$ cat config.mk
export PLATFORM = sky130hd
export DESIGN_NAME = dmamb_top
export DESIGN_NICKNAME = d
export VERILOG_FILES = /design/src/include/dmamb_pkg.sv /design/src/design/dmamb_top.sv
export VERILOG_INCLUDE_DIRS = /design/src /design/src/include
export SDC_FILE = /design/constraint.sdc
export NUM_CORES = 2
export LEC_CHECK = 0
export ABC_AREA = 0
export BUFFER_PORTS_ARGS = -buffer_cell sky130_fd_sc_hd__clkbuf_2
export CORE_MARGIN = 2
export CORE_UTILIZATION = 36
export CTS_CLUSTER_SIZE = 40
export DETAILED_ROUTE_END_ITERATION = 8
export SYNTH_ARGS = -nofsm -noshare
export SYNTH_HDL_FRONTEND = slang
export SYNTH_SLANG_ARGS = --single-unit
$ cat constraint.sdc
create_clock -name pclk -period 3.6 [get_ports pclk]
set_input_delay 0.9 -clock pclk [delete_from_list [all_inputs] [get_ports pclk]]
set_output_delay 0.9 -clock pclk [all_outputs]
set_load 0.1 [all_outputs]
$ cat src/include/dmamb_regs.svh
`ifndef DMAMB_REGS_SVH
`define DMAMB_REGS_SVH

// Register byte offsets on the APB slave
`define DMAMB_OFS_SRC 8'h00
`define DMAMB_OFS_DST 8'h04
`define DMAMB_OFS_NDP 8'h08
`define DMAMB_OFS_CTL1 8'h0c
`define DMAMB_OFS_CTL2 8'h10
`define DMAMB_OFS_CFG 8'h14
`define DMAMB_OFS_ENA 8'h18
`define DMAMB_OFS_CREQ 8'h1c
`define DMAMB_OFS_SREQ 8'h20
`define DMAMB_OFS_EVT 8'h24

// First control word fields
`define DMAMB_LEN_MSB 15
`define DMAMB_DONE_BIT 31

// Second control word fields
`define DMAMB_C2_SRC_BYP 0
`define DMAMB_C2_DST_BYP 1
`define DMAMB_C2_AUTO 2

// Channel configuration fields
`define DMAMB_CFG_SRC_RLD 0
`define DMAMB_CFG_DST_RLD 1
`define DMAMB_CFG_SRC_HS 2
`define DMAMB_CFG_DST_HS 3
`define DMAMB_CFG_SRC_PER 4
`define DMAMB_CFG_DST_PER 5
`define DMAMB_CFG_MSB 5

// Event mask (low) and sticky status (high) fields
`define DMAMB_EV_BUF 0
`define DMAMB_EV_CHAIN 1
`define DMAMB_EV_STAT_LSB 8

// Descriptor layout and bus constants
`define DMAMB_DSC_LAST 3'd4
`define DMAMB_DSC_CTL1_OFS 32'h0000000c
`define DMAMB_WORD_STEP 32'h00000004
`define DMAMB_HTRANS_IDLE 2'b00
`define DMAMB_HTRANS_NONSEQ 2'b10
`define DMAMB_HSIZE_WORD 3'b010

`endif

$ cat src/include/dmamb_pkg.sv
package dmamb_pkg;

  typedef enum logic [13:0] {
    PH_IDLE = 14'h0001,
    PH_FETCH_A = 14'h0002,
    PH_FETCH_D = 14'h0004,
    PH_FIX = 14'h0008,
    PH_STALL = 14'h0010,
    PH_MOVE = 14'h0020,
    PH_RD_A = 14'h0040,
    PH_RD_D = 14'h0080,
    PH_WR_W = 14'h0100,
    PH_WR_A = 14'h0200,
    PH_WR_D = 14'h0400,
    PH_WB_A = 14'h0800,
    PH_WB_D = 14'h1000,
    PH_BEND = 14'h2000
  } dmamb_phase_t;

  typedef struct packed {
    dmamb_phase_t st;
    logic [31:0] source_address;
    logic [31:0] destination_address;
    logic [31:0] next_descriptor_pointer;
    logic [31:0] channel_control_first;
    logic [31:0] channel_control_second;
    logic [5:0] channel_config;
    logic [31:0] init_src;
    logic [31:0] init_dst;
    logic [31:0] init_ctl1;
    logic [31:0] src_end;
    logic [31:0] dst_end;
    logic [31:0] dsc_base;
    logic [15:0] beats;
    logic [2:0] widx;
    logic [31:0] data;
    logic [31:0] haddr;
    logic [31:0] hwdata;
    logic hwrite;
    logic [1:0] chunk_request_bits;
    logic [1:0] single_request_bits;
    logic [7:0] src_left;
    logic [7:0] dst_left;
    logic src_chunk;
    logic dst_chunk;
    logic [1:0] event_mask;
    logic [1:0] event_stat;
    logic busy;
    logic first;
    logic fetched;
    logic [31:0] prdata;
    logic buf_evt;
    logic chain_evt;
  } dmamb_regs_t;

endpackage

$ cat src/design/dmamb_top.sv
// The implementer's own choices: register access over APB and the register offsets.
`timescale 1ns/100ps
`include "dmamb_regs.svh"

// Function
// Chunk request bits start source/destination chunks
// Hardware clears chunk bit when chunk finishes
// Single request bits start singles, cleared after
// Request bits read back live state
// Addresses updated by fetch, replay or continuation
// Control words updated only by fetch or replay
// Fetch descriptor before each linked buffer
// Write first control word back after buffer
// Non-zero pointer at enable starts linked fetch
// Software ends chain with zero pointer, bypasses
// Auto clear and pointer zero: last buffer as written
// Bypassed side without reload continues contiguously
// No bypass: everything from fetched descriptor
// Bypassed side with reload restores initial address
// Auto with one bypass: reuse length, continue
// Auto both bypass: replay all, reload or continue
// Auto contiguous both sides stalls when unmasked
// Keep enable-time values, restore per buffer
// Buffer event after last destination write, masked
// Chain event at transfer end when unmasked
// Evaluate configuration at buffer end, maybe terminate
// Auto with zero pointer repeats until cleared
// Handshake select zero makes request bits active
// Descriptor is five words from pointer address
module dmamb_top #(
  parameter logic [7:0] CHUNK_BEATS = 8'h04
) (
  input wire logic pclk,
  input wire logic presetn,
  input wire logic psel,
  input wire logic penable,
  input wire logic pwrite,
  input wire logic [7:0] paddr,
  input wire logic [31:0] pwdata,
  output logic [31:0] prdata,
  output logic pready,
  output logic pslverr,
  output logic [31:0] haddr,
  output logic [1:0] htrans,
  output logic hwrite,
  output logic [2:0] hsize,
  output logic [31:0] hwdata,
  input wire logic [31:0] hrdata,
  input wire logic hready,
  input wire logic hresp,
  output logic buffer_done_event,
  output logic chain_done_event,
  output logic channel_busy
);
  import dmamb_pkg::*;

  dmamb_regs_t q;
  dmamb_regs_t n;

  logic apb_wr;
  logic apb_setup;
  logic src_need;
  logic dst_need;
  logic src_ok;
  logic dst_ok;
  logic addr_hit;

  assign apb_wr = psel & penable & pwrite;
  assign apb_setup = psel & ~penable;
  // Only a software-handshaking peripheral side waits for request bits
  assign src_need = q.channel_config[`DMAMB_CFG_SRC_PER] &
                    ~q.channel_config[`DMAMB_CFG_SRC_HS];
  assign dst_need = q.channel_config[`DMAMB_CFG_DST_PER] &
                    ~q.channel_config[`DMAMB_CFG_DST_HS];
  assign src_ok = ~src_need | (q.src_left != 8'h00);
  assign dst_ok = ~dst_need | (q.dst_left != 8'h00);

  always_comb begin
    case (paddr)
      `DMAMB_OFS_SRC, `DMAMB_OFS_DST, `DMAMB_OFS_NDP, `DMAMB_OFS_CTL1,
      `DMAMB_OFS_CTL2, `DMAMB_OFS_CFG, `DMAMB_OFS_ENA, `DMAMB_OFS_CREQ,
      `DMAMB_OFS_SREQ, `DMAMB_OFS_EVT: addr_hit = 1'b1;
      default: addr_hit = 1'b0;
    endcase
  end

  assign pready = 1'b1;
  assign pslverr = psel & penable & ~addr_hit;
  assign prdata = q.prdata;
  assign haddr = q.haddr;
  assign hwrite = q.hwrite;
  assign hwdata = q.hwdata;
  assign hsize = `DMAMB_HSIZE_WORD;
  assign htrans = (q.st == PH_FETCH_A || q.st == PH_RD_A || q.st == PH_WR_A ||
                   q.st == PH_WB_A) ? `DMAMB_HTRANS_NONSEQ : `DMAMB_HTRANS_IDLE;
  assign buffer_done_event = q.buf_evt;
  assign chain_done_event = q.chain_evt;
  assign channel_busy = q.busy;

  always_comb begin
    logic [1:0] ev_set;
    logic [1:0] ev_clr;
    logic last_buf;
    logic sb;
    logic db;
    ev_set = 2'b00;
    ev_clr = 2'b00;
    last_buf = 1'b0;
    sb = q.channel_control_second[`DMAMB_C2_SRC_BYP];
    db = q.channel_control_second[`DMAMB_C2_DST_BYP];
    n = q;
    n.buf_evt = 1'b0;
    n.chain_evt = 1'b0;

    // Transaction credit is loaded only when the side is idle
    if (q.src_left == 8'h00 && src_need) begin
      if (q.chunk_request_bits[0]) begin
        n.src_left = CHUNK_BEATS;
        n.src_chunk = 1'b1;
      end else if (q.single_request_bits[0]) begin
        n.src_left = 8'h01;
        n.src_chunk = 1'b0;
      end
    end
    if (q.dst_left == 8'h00 && dst_need) begin
      if (q.chunk_request_bits[1]) begin
        n.dst_left = CHUNK_BEATS;
        n.dst_chunk = 1'b1;
      end else if (q.single_request_bits[1]) begin
        n.dst_left = 8'h01;
        n.dst_chunk = 1'b0;
      end
    end

    unique case (q.st)
      PH_IDLE: begin
      end
      PH_FETCH_A: begin
        if (hready) begin
          n.st = PH_FETCH_D;
        end
      end
      PH_FETCH_D: begin
        if (hready) begin
          unique case (q.widx)
            3'd0: n.source_address = hrdata;
            3'd1: n.destination_address = hrdata;
            3'd2: n.next_descriptor_pointer = hrdata;
            3'd3: n.channel_control_first = hrdata;
            default: n.channel_control_second = hrdata;
          endcase
          if (q.widx == `DMAMB_DSC_LAST) begin
            n.fetched = 1'b1;
            n.st = PH_FIX;
          end else begin
            n.widx = q.widx + 3'd1;
            n.haddr = q.haddr + `DMAMB_WORD_STEP;
            n.st = PH_FETCH_A;
          end
        end
      end
      PH_FIX: begin
        // Bypassed sides override the descriptor, except on the first buffer and on a final buffer
        if (!q.first && (q.channel_control_second[`DMAMB_C2_AUTO] ||
            q.next_descriptor_pointer != 32'h00000000)) begin
          if (sb) begin
            n.source_address = q.channel_config[`DMAMB_CFG_SRC_RLD] ?
                               q.init_src : q.src_end;
          end
          if (db) begin
            n.destination_address = q.channel_config[`DMAMB_CFG_DST_RLD] ?
                                    q.init_dst : q.dst_end;
          end
          if (sb && db && !q.fetched) begin
            n.channel_control_first = q.init_ctl1;
          end
        end
        if (!q.first && q.channel_control_second[`DMAMB_C2_AUTO]) begin
          n.beats = q.init_ctl1[`DMAMB_LEN_MSB:0];
        end else begin
          n.beats = q.channel_control_first[`DMAMB_LEN_MSB:0];
        end
        n.first = 1'b0;
        if (!q.first && q.channel_control_second[`DMAMB_C2_AUTO] && sb && db &&
            !q.channel_config[`DMAMB_CFG_SRC_RLD] &&
            !q.channel_config[`DMAMB_CFG_DST_RLD] && q.event_mask[`DMAMB_EV_BUF]) begin
          n.st = PH_STALL;
        end else begin
          n.st = PH_MOVE;
        end
      end
      PH_STALL: begin
        // Held until software acknowledges the buffer event
        if (!q.event_stat[`DMAMB_EV_BUF]) begin
          n.st = PH_MOVE;
        end
      end
      PH_MOVE: begin
        if (q.beats == 16'h0000) begin
          if (q.fetched) begin
            n.haddr = q.dsc_base + `DMAMB_DSC_CTL1_OFS;
            n.hwdata = q.channel_control_first;
            n.hwdata[`DMAMB_DONE_BIT] = 1'b1;
            n.hwrite = 1'b1;
            n.st = PH_WB_A;
          end else begin
            n.st = PH_BEND;
          end
        end else if (src_ok) begin
          n.haddr = q.source_address;
          n.hwrite = 1'b0;
          n.st = PH_RD_A;
        end
      end
      PH_RD_A: begin
        if (hready) begin
          n.st = PH_RD_D;
        end
      end
      PH_RD_D: begin
        if (hready) begin
          n.data = hrdata;
          n.source_address = q.source_address + `DMAMB_WORD_STEP;
          if (q.src_left != 8'h00) begin
            n.src_left = q.src_left - 8'h01;
            if (q.src_left == 8'h01) begin
              if (q.src_chunk) begin
                n.chunk_request_bits[0] = 1'b0;
              end else begin
                n.single_request_bits[0] = 1'b0;
              end
            end
          end
          n.st = PH_WR_W;
        end
      end
      PH_WR_W: begin
        if (dst_ok) begin
          n.haddr = q.destination_address;
          n.hwdata = q.data;
          n.hwrite = 1'b1;
          n.st = PH_WR_A;
        end
      end
      PH_WR_A: begin
        if (hready) begin
          n.st = PH_WR_D;
        end
      end
      PH_WR_D: begin
        if (hready) begin
          n.hwrite = 1'b0;
          n.destination_address = q.destination_address + `DMAMB_WORD_STEP;
          n.beats = q.beats - 16'h0001;
          if (q.dst_left != 8'h00) begin
            n.dst_left = q.dst_left - 8'h01;
            if (q.dst_left == 8'h01) begin
              if (q.dst_chunk) begin
                n.chunk_request_bits[1] = 1'b0;
              end else begin
                n.single_request_bits[1] = 1'b0;
              end
            end
          end
          n.st = PH_MOVE;
        end
      end
      PH_WB_A: begin
        if (hready) begin
          n.st = PH_WB_D;
        end
      end
      PH_WB_D: begin
        if (hready) begin
          n.hwrite = 1'b0;
          n.st = PH_BEND;
        end
      end
      PH_BEND: begin
        // Last destination beat has completed by now
        ev_set[`DMAMB_EV_BUF] = 1'b1;
        n.buf_evt = q.event_mask[`DMAMB_EV_BUF];
        n.src_end = q.source_address;
        n.dst_end = q.destination_address;
        last_buf = !q.channel_control_second[`DMAMB_C2_AUTO] &&
                   (q.next_descriptor_pointer == 32'h00000000);
        if (last_buf) begin
          ev_set[`DMAMB_EV_CHAIN] = 1'b1;
          n.chain_evt = q.event_mask[`DMAMB_EV_CHAIN];
          n.busy = 1'b0;
          n.st = PH_IDLE;
        end else if (!(sb && db) && q.next_descriptor_pointer != 32'h00000000) begin
          n.dsc_base = q.next_descriptor_pointer;
          n.haddr = q.next_descriptor_pointer;
          n.widx = 3'd0;
          n.fetched = 1'b0;
          n.st = PH_FETCH_A;
        end else begin
          n.fetched = 1'b0;
          n.st = PH_FIX;
        end
      end
      default: begin
        n.st = PH_IDLE;
      end
    endcase

    // APB writes; hardware clears above lose to a same-cycle set here
    if (apb_wr) begin
      unique case (paddr)
        `DMAMB_OFS_SRC: n.source_address = pwdata;
        `DMAMB_OFS_DST: n.destination_address = pwdata;
        `DMAMB_OFS_NDP: n.next_descriptor_pointer = pwdata;
        `DMAMB_OFS_CTL1: n.channel_control_first = pwdata;
        `DMAMB_OFS_CTL2: n.channel_control_second = pwdata;
        `DMAMB_OFS_CFG: n.channel_config = pwdata[`DMAMB_CFG_MSB:0];
        `DMAMB_OFS_ENA: begin
          if (pwdata[0] && !q.busy) begin
            n.busy = 1'b1;
            n.first = 1'b1;
            n.fetched = 1'b0;
            n.init_src = q.source_address;
            n.init_dst = q.destination_address;
            n.init_ctl1 = q.channel_control_first;
            if (q.next_descriptor_pointer != 32'h00000000) begin
              n.dsc_base = q.next_descriptor_pointer;
              n.haddr = q.next_descriptor_pointer;
              n.widx = 3'd0;
              n.st = PH_FETCH_A;
            end else begin
              n.st = PH_FIX;
            end
          end
        end
        `DMAMB_OFS_CREQ: begin
          n.chunk_request_bits = n.chunk_request_bits |
                                 (pwdata[1:0] & {dst_need, src_need});
        end
        `DMAMB_OFS_SREQ: begin
          n.single_request_bits = n.single_request_bits |
                                  (pwdata[1:0] & {dst_need, src_need});
        end
        `DMAMB_OFS_EVT: begin
          n.event_mask = pwdata[1:0];
          ev_clr = pwdata[`DMAMB_EV_STAT_LSB+1:`DMAMB_EV_STAT_LSB];
        end
        default: begin
        end
      endcase
    end
    n.event_stat = (q.event_stat & ~ev_clr) | ev_set;

    // Read data is captured in the setup cycle, live request state included
    if (apb_setup && !pwrite) begin
      unique case (paddr)
        `DMAMB_OFS_SRC: n.prdata = q.source_address;
        `DMAMB_OFS_DST: n.prdata = q.destination_address;
        `DMAMB_OFS_NDP: n.prdata = q.next_descriptor_pointer;
        `DMAMB_OFS_CTL1: n.prdata = q.channel_control_first;
        `DMAMB_OFS_CTL2: n.prdata = q.channel_control_second;
        `DMAMB_OFS_CFG: n.prdata = {26'h0000000, q.channel_config};
        `DMAMB_OFS_ENA: n.prdata = {31'h00000000, q.busy};
        `DMAMB_OFS_CREQ: n.prdata = {30'h00000000, q.chunk_request_bits};
        `DMAMB_OFS_SREQ: n.prdata = {30'h00000000, q.single_request_bits};
        `DMAMB_OFS_EVT: n.prdata = {22'h000000, q.event_stat, 6'h00, q.event_mask};
        default: n.prdata = 32'h00000000;
      endcase
    end
  end

  always_ff @(posedge pclk or negedge presetn) begin
    if (!presetn) begin
      q <= '0;
      q.st <= PH_IDLE;
    end else begin
      q <= n;
    end
  end

endmodule

==> out/qor.csv <==
metric,value,unit
hold bufs inserted after CTS,0,
DP Cell Count,4885,
Slew Limit Headroom,0.125,
"commonest non-fill, non-tap cells in the layout","969 x nand2_1, 539 x dfrtp_1, 283 x nor2_1",
Max Slew Vio Count,0,
global-route wire length before repair,193,mm
worst-path maximum fanout,35,
vias in the first global route,28152,
maximum number of pins on one net before global-route repair,101,
vias per cell,5.98,
"Period Utilization, post-route",0.999,
measured slew at the worst slew-check pin,1310,ps
mean post-synth cell area,8.39,um2
TritonCTS Buffers,61,
PortBufs,179,
status,"finished, final reports clean",
wire length per cell,26.3,um
Worst VDD drop,390,uV
post-synth top area share,0.437,
Crit path arrival time,4140,ps
vias,29961,
# rows,108,
WS Path Type,reg2reg,
setup tns final,0,ps
Synth Flop Type,dfrtp_1,
Antenna Nets Post-Route,0,
worst hold slack,224,ps
Worst EP required,4140,ps
Syn Inst Count,3752,
Setup crit end kind,flip-flop,
Final WS setup,5.09,ps
Clock Latency Late Sink,670,ps
Post-Place Setup Slack,-18.7,ps
CTS root buffer,clkbuf_16,
CTS tree,done,
Yosys cell types,91,
unrepaired setup endpoints after global routing,true,
Lkg Pwr,16.5,nW
DP Area,0.0338,mm2
Final Skew,25.5,ps
Initial Utilization,0.363,
Final Critical Period,3590,ps
TritonRoute pass-1 iters,6,
H-tree Lvls,2,
Die X,300,um
filler instances,8819,
core area,0.0868,mm2
Min-Delay Path Class,in2async,
"Seq/Total Area, Yosys",0.438,
clk slew on worst S/H paths,60,ps
P per Cell Area,399,mW/mm2
Max Root-Sink Buffers,3,
Total Nets Final,3899,
Area Growth Syn to Fin,14.7,%
full die area,0.0898,mm2
Post-Syn Area,0.0315,mm2
synth warn,0,
fmax,0.278,GHz
initial drt markers,3844,
CP Launch Type,flip-flop,
initial antenna violation count,9,
endpoints failing setup,0,
"top cells by area, synth","dfrtp_1 44%, nand2_1 12%, mux2i_1 5.6%",
leading area contributor after synthesis,dfrtp_1,
total power,14.4,mW
Yosys reg bits,551,
I/O pin count,186,
post-layout instance area,0.0361,mm2
"leading cell type in the layout, fill and taps excluded",nand2_1,
Total Wirelength,132,mm
asr flop ratio synth,1.00,
Layout Cells excl Fill,5014,
GPL Wtd Cong,0.990,
Post-DP HPWL,94.1,mm
final hold vios,0,
"EDFF count, synth",0,
final design utilization,0.416,
share of post-route cells with drive strength above 1,0.155,
total track usage,0.288,
DRC viols,0,
Die Height,300,um
Max-Cap Viols,0,
GR Overflow Total,0,
CTS sink cnt,551,
[state kept, by name (all words and copies together) (netlist names)]
| register | count |
|---|---|
| buffer_done_event | 1 |
| hwrite | 1 |
| channel_busy | 1 |
| chain_done_event | 1 |
| hwdata | 32 |
| prdata | 32 |
| haddr | 32 |
| q | 451 |
[path summary, 6_finish.rpt]
check | startpoint | end | slack, ps | cells after the start
max reg2reg | q[458] | haddr[29] | 5 | 9
max in group asynchronous | presetn | q[401] | 2470 | 2
min | presetn | q[375] | 220 | 1
min reg2reg | q[357] | q[357] | 460 | 2
max | q[458] | haddr[29] | 5 | 9
min in group pclk | q[357] | q[357] | 460 | 2
[Yosys cell counts (11+ instances only)]
| cell type | instances |
|---|---|
| o211ai_1 | 29 |
| nand2_1 | 971 |
| inv_1 | 26 |
| a21oi_1 | 159 |
| nor2_1 | 289 |
| mux2i_1 | 175 |
| nor3_1 | 61 |
| a31oi_1 | 101 |
| a211oi_1 | 14 |
| and2_1 | 20 |
| a221oi_1 | 48 |
| xor2_1 | 44 |
| o21ai_0 | 222 |
| xnor2_1 | 42 |
| buf_2 | 28 |
| dfrtp_1 | 550 |
| mux2_2 | 37 |
| nand3_1 | 82 |
| and4_1 | 16 |
| nand4_1 | 37 |
| ha_1 | 15 |
| and3_1 | 28 |
| o221ai_1 | 32 |
| buf_4 | 103 |
| nor4_1 | 45 |
| a22oi_1 | 99 |
| buf_1 | 15 |
| o22ai_1 | 13 |
| o22a_1 | 12 |
| or3_1 | 11 |
| clkbuf_1 | 240 |
[area by class of cell]
type | instances | area (um2) | area share
Timing Repair Buffer | 376 | 2730 | 0.0755
Tap cell | 1155 | 1450 | 0.0400
Clock inverter | 26 | 324 | 0.00898
Antenna cell | 3 | 7.51 | 0.000208
Inverter | 26 | 97.6 | 0.00270
Multi-Input combinational cell | 2789 | 15900 | 0.440
Sequential cell | 551 | 13800 | 0.382
Clock buffer | 88 | 1820 | 0.0504
[report_power, final]
part / internal, mW / switching, mW / total (mW)
combinational: 0.244 / 0.987 / 1.23
sequential: 6.29 / 0.153 / 6.44
clock: 3.93 / 2.79 / 6.72
[cell families after synthesis]
| logic type | Yosys count | synth area share |
|---|---|---|
| muxes | 213 | 0.0696 |
| other | 2 | 0.000239 |
| buffers and inverters | 415 | 0.0632 |
| DFF | 551 | 0.438 |
| adders and majority gates | 15 | 0.00596 |
| AOI/OAI and AO/OA | 822 | 0.169 |
| xor gates and xnor gates | 86 | 0.0239 |
| and+or+nand+nor | 1648 | 0.230 |
[layer usage]
| metal | GRT usage | wire length (um) | vias up | share of wire |
|---|---|---|---|---|
| met2 | 0.412 | 55200 | 1676 | 0.42 |
| met3 | 0.0661 | 14700 | 257 | 0.11 |
| li1 | - | - | 13212 | - |
| met1 | 0.418 | 56500 | 14810 | 0.43 |
| met4 | 0.117 | 5310 | 6 | 0.040 |
| met5 | 0 | 34 | - | 0.00026 |
[worst max-delay path: stages, from the launching register on]
cell	delay (ps)
dfrtp_1	500
nor4_1	630
nand4_1	600
buf_4	340
o211ai_1	340
o21ai_4	180
buf_12	210
a22o_1	190
a211o_1	260
o22a_1	180
[what timing repair did]
item                                    4_1_cts  5_1_grt
endpoints found under the setup margin        9       21
setup buffers                                 2       11
pin swaps                                     3        2
resized for setup                             5       11
No activity file was read; power rests on OpenSTA's default activity.
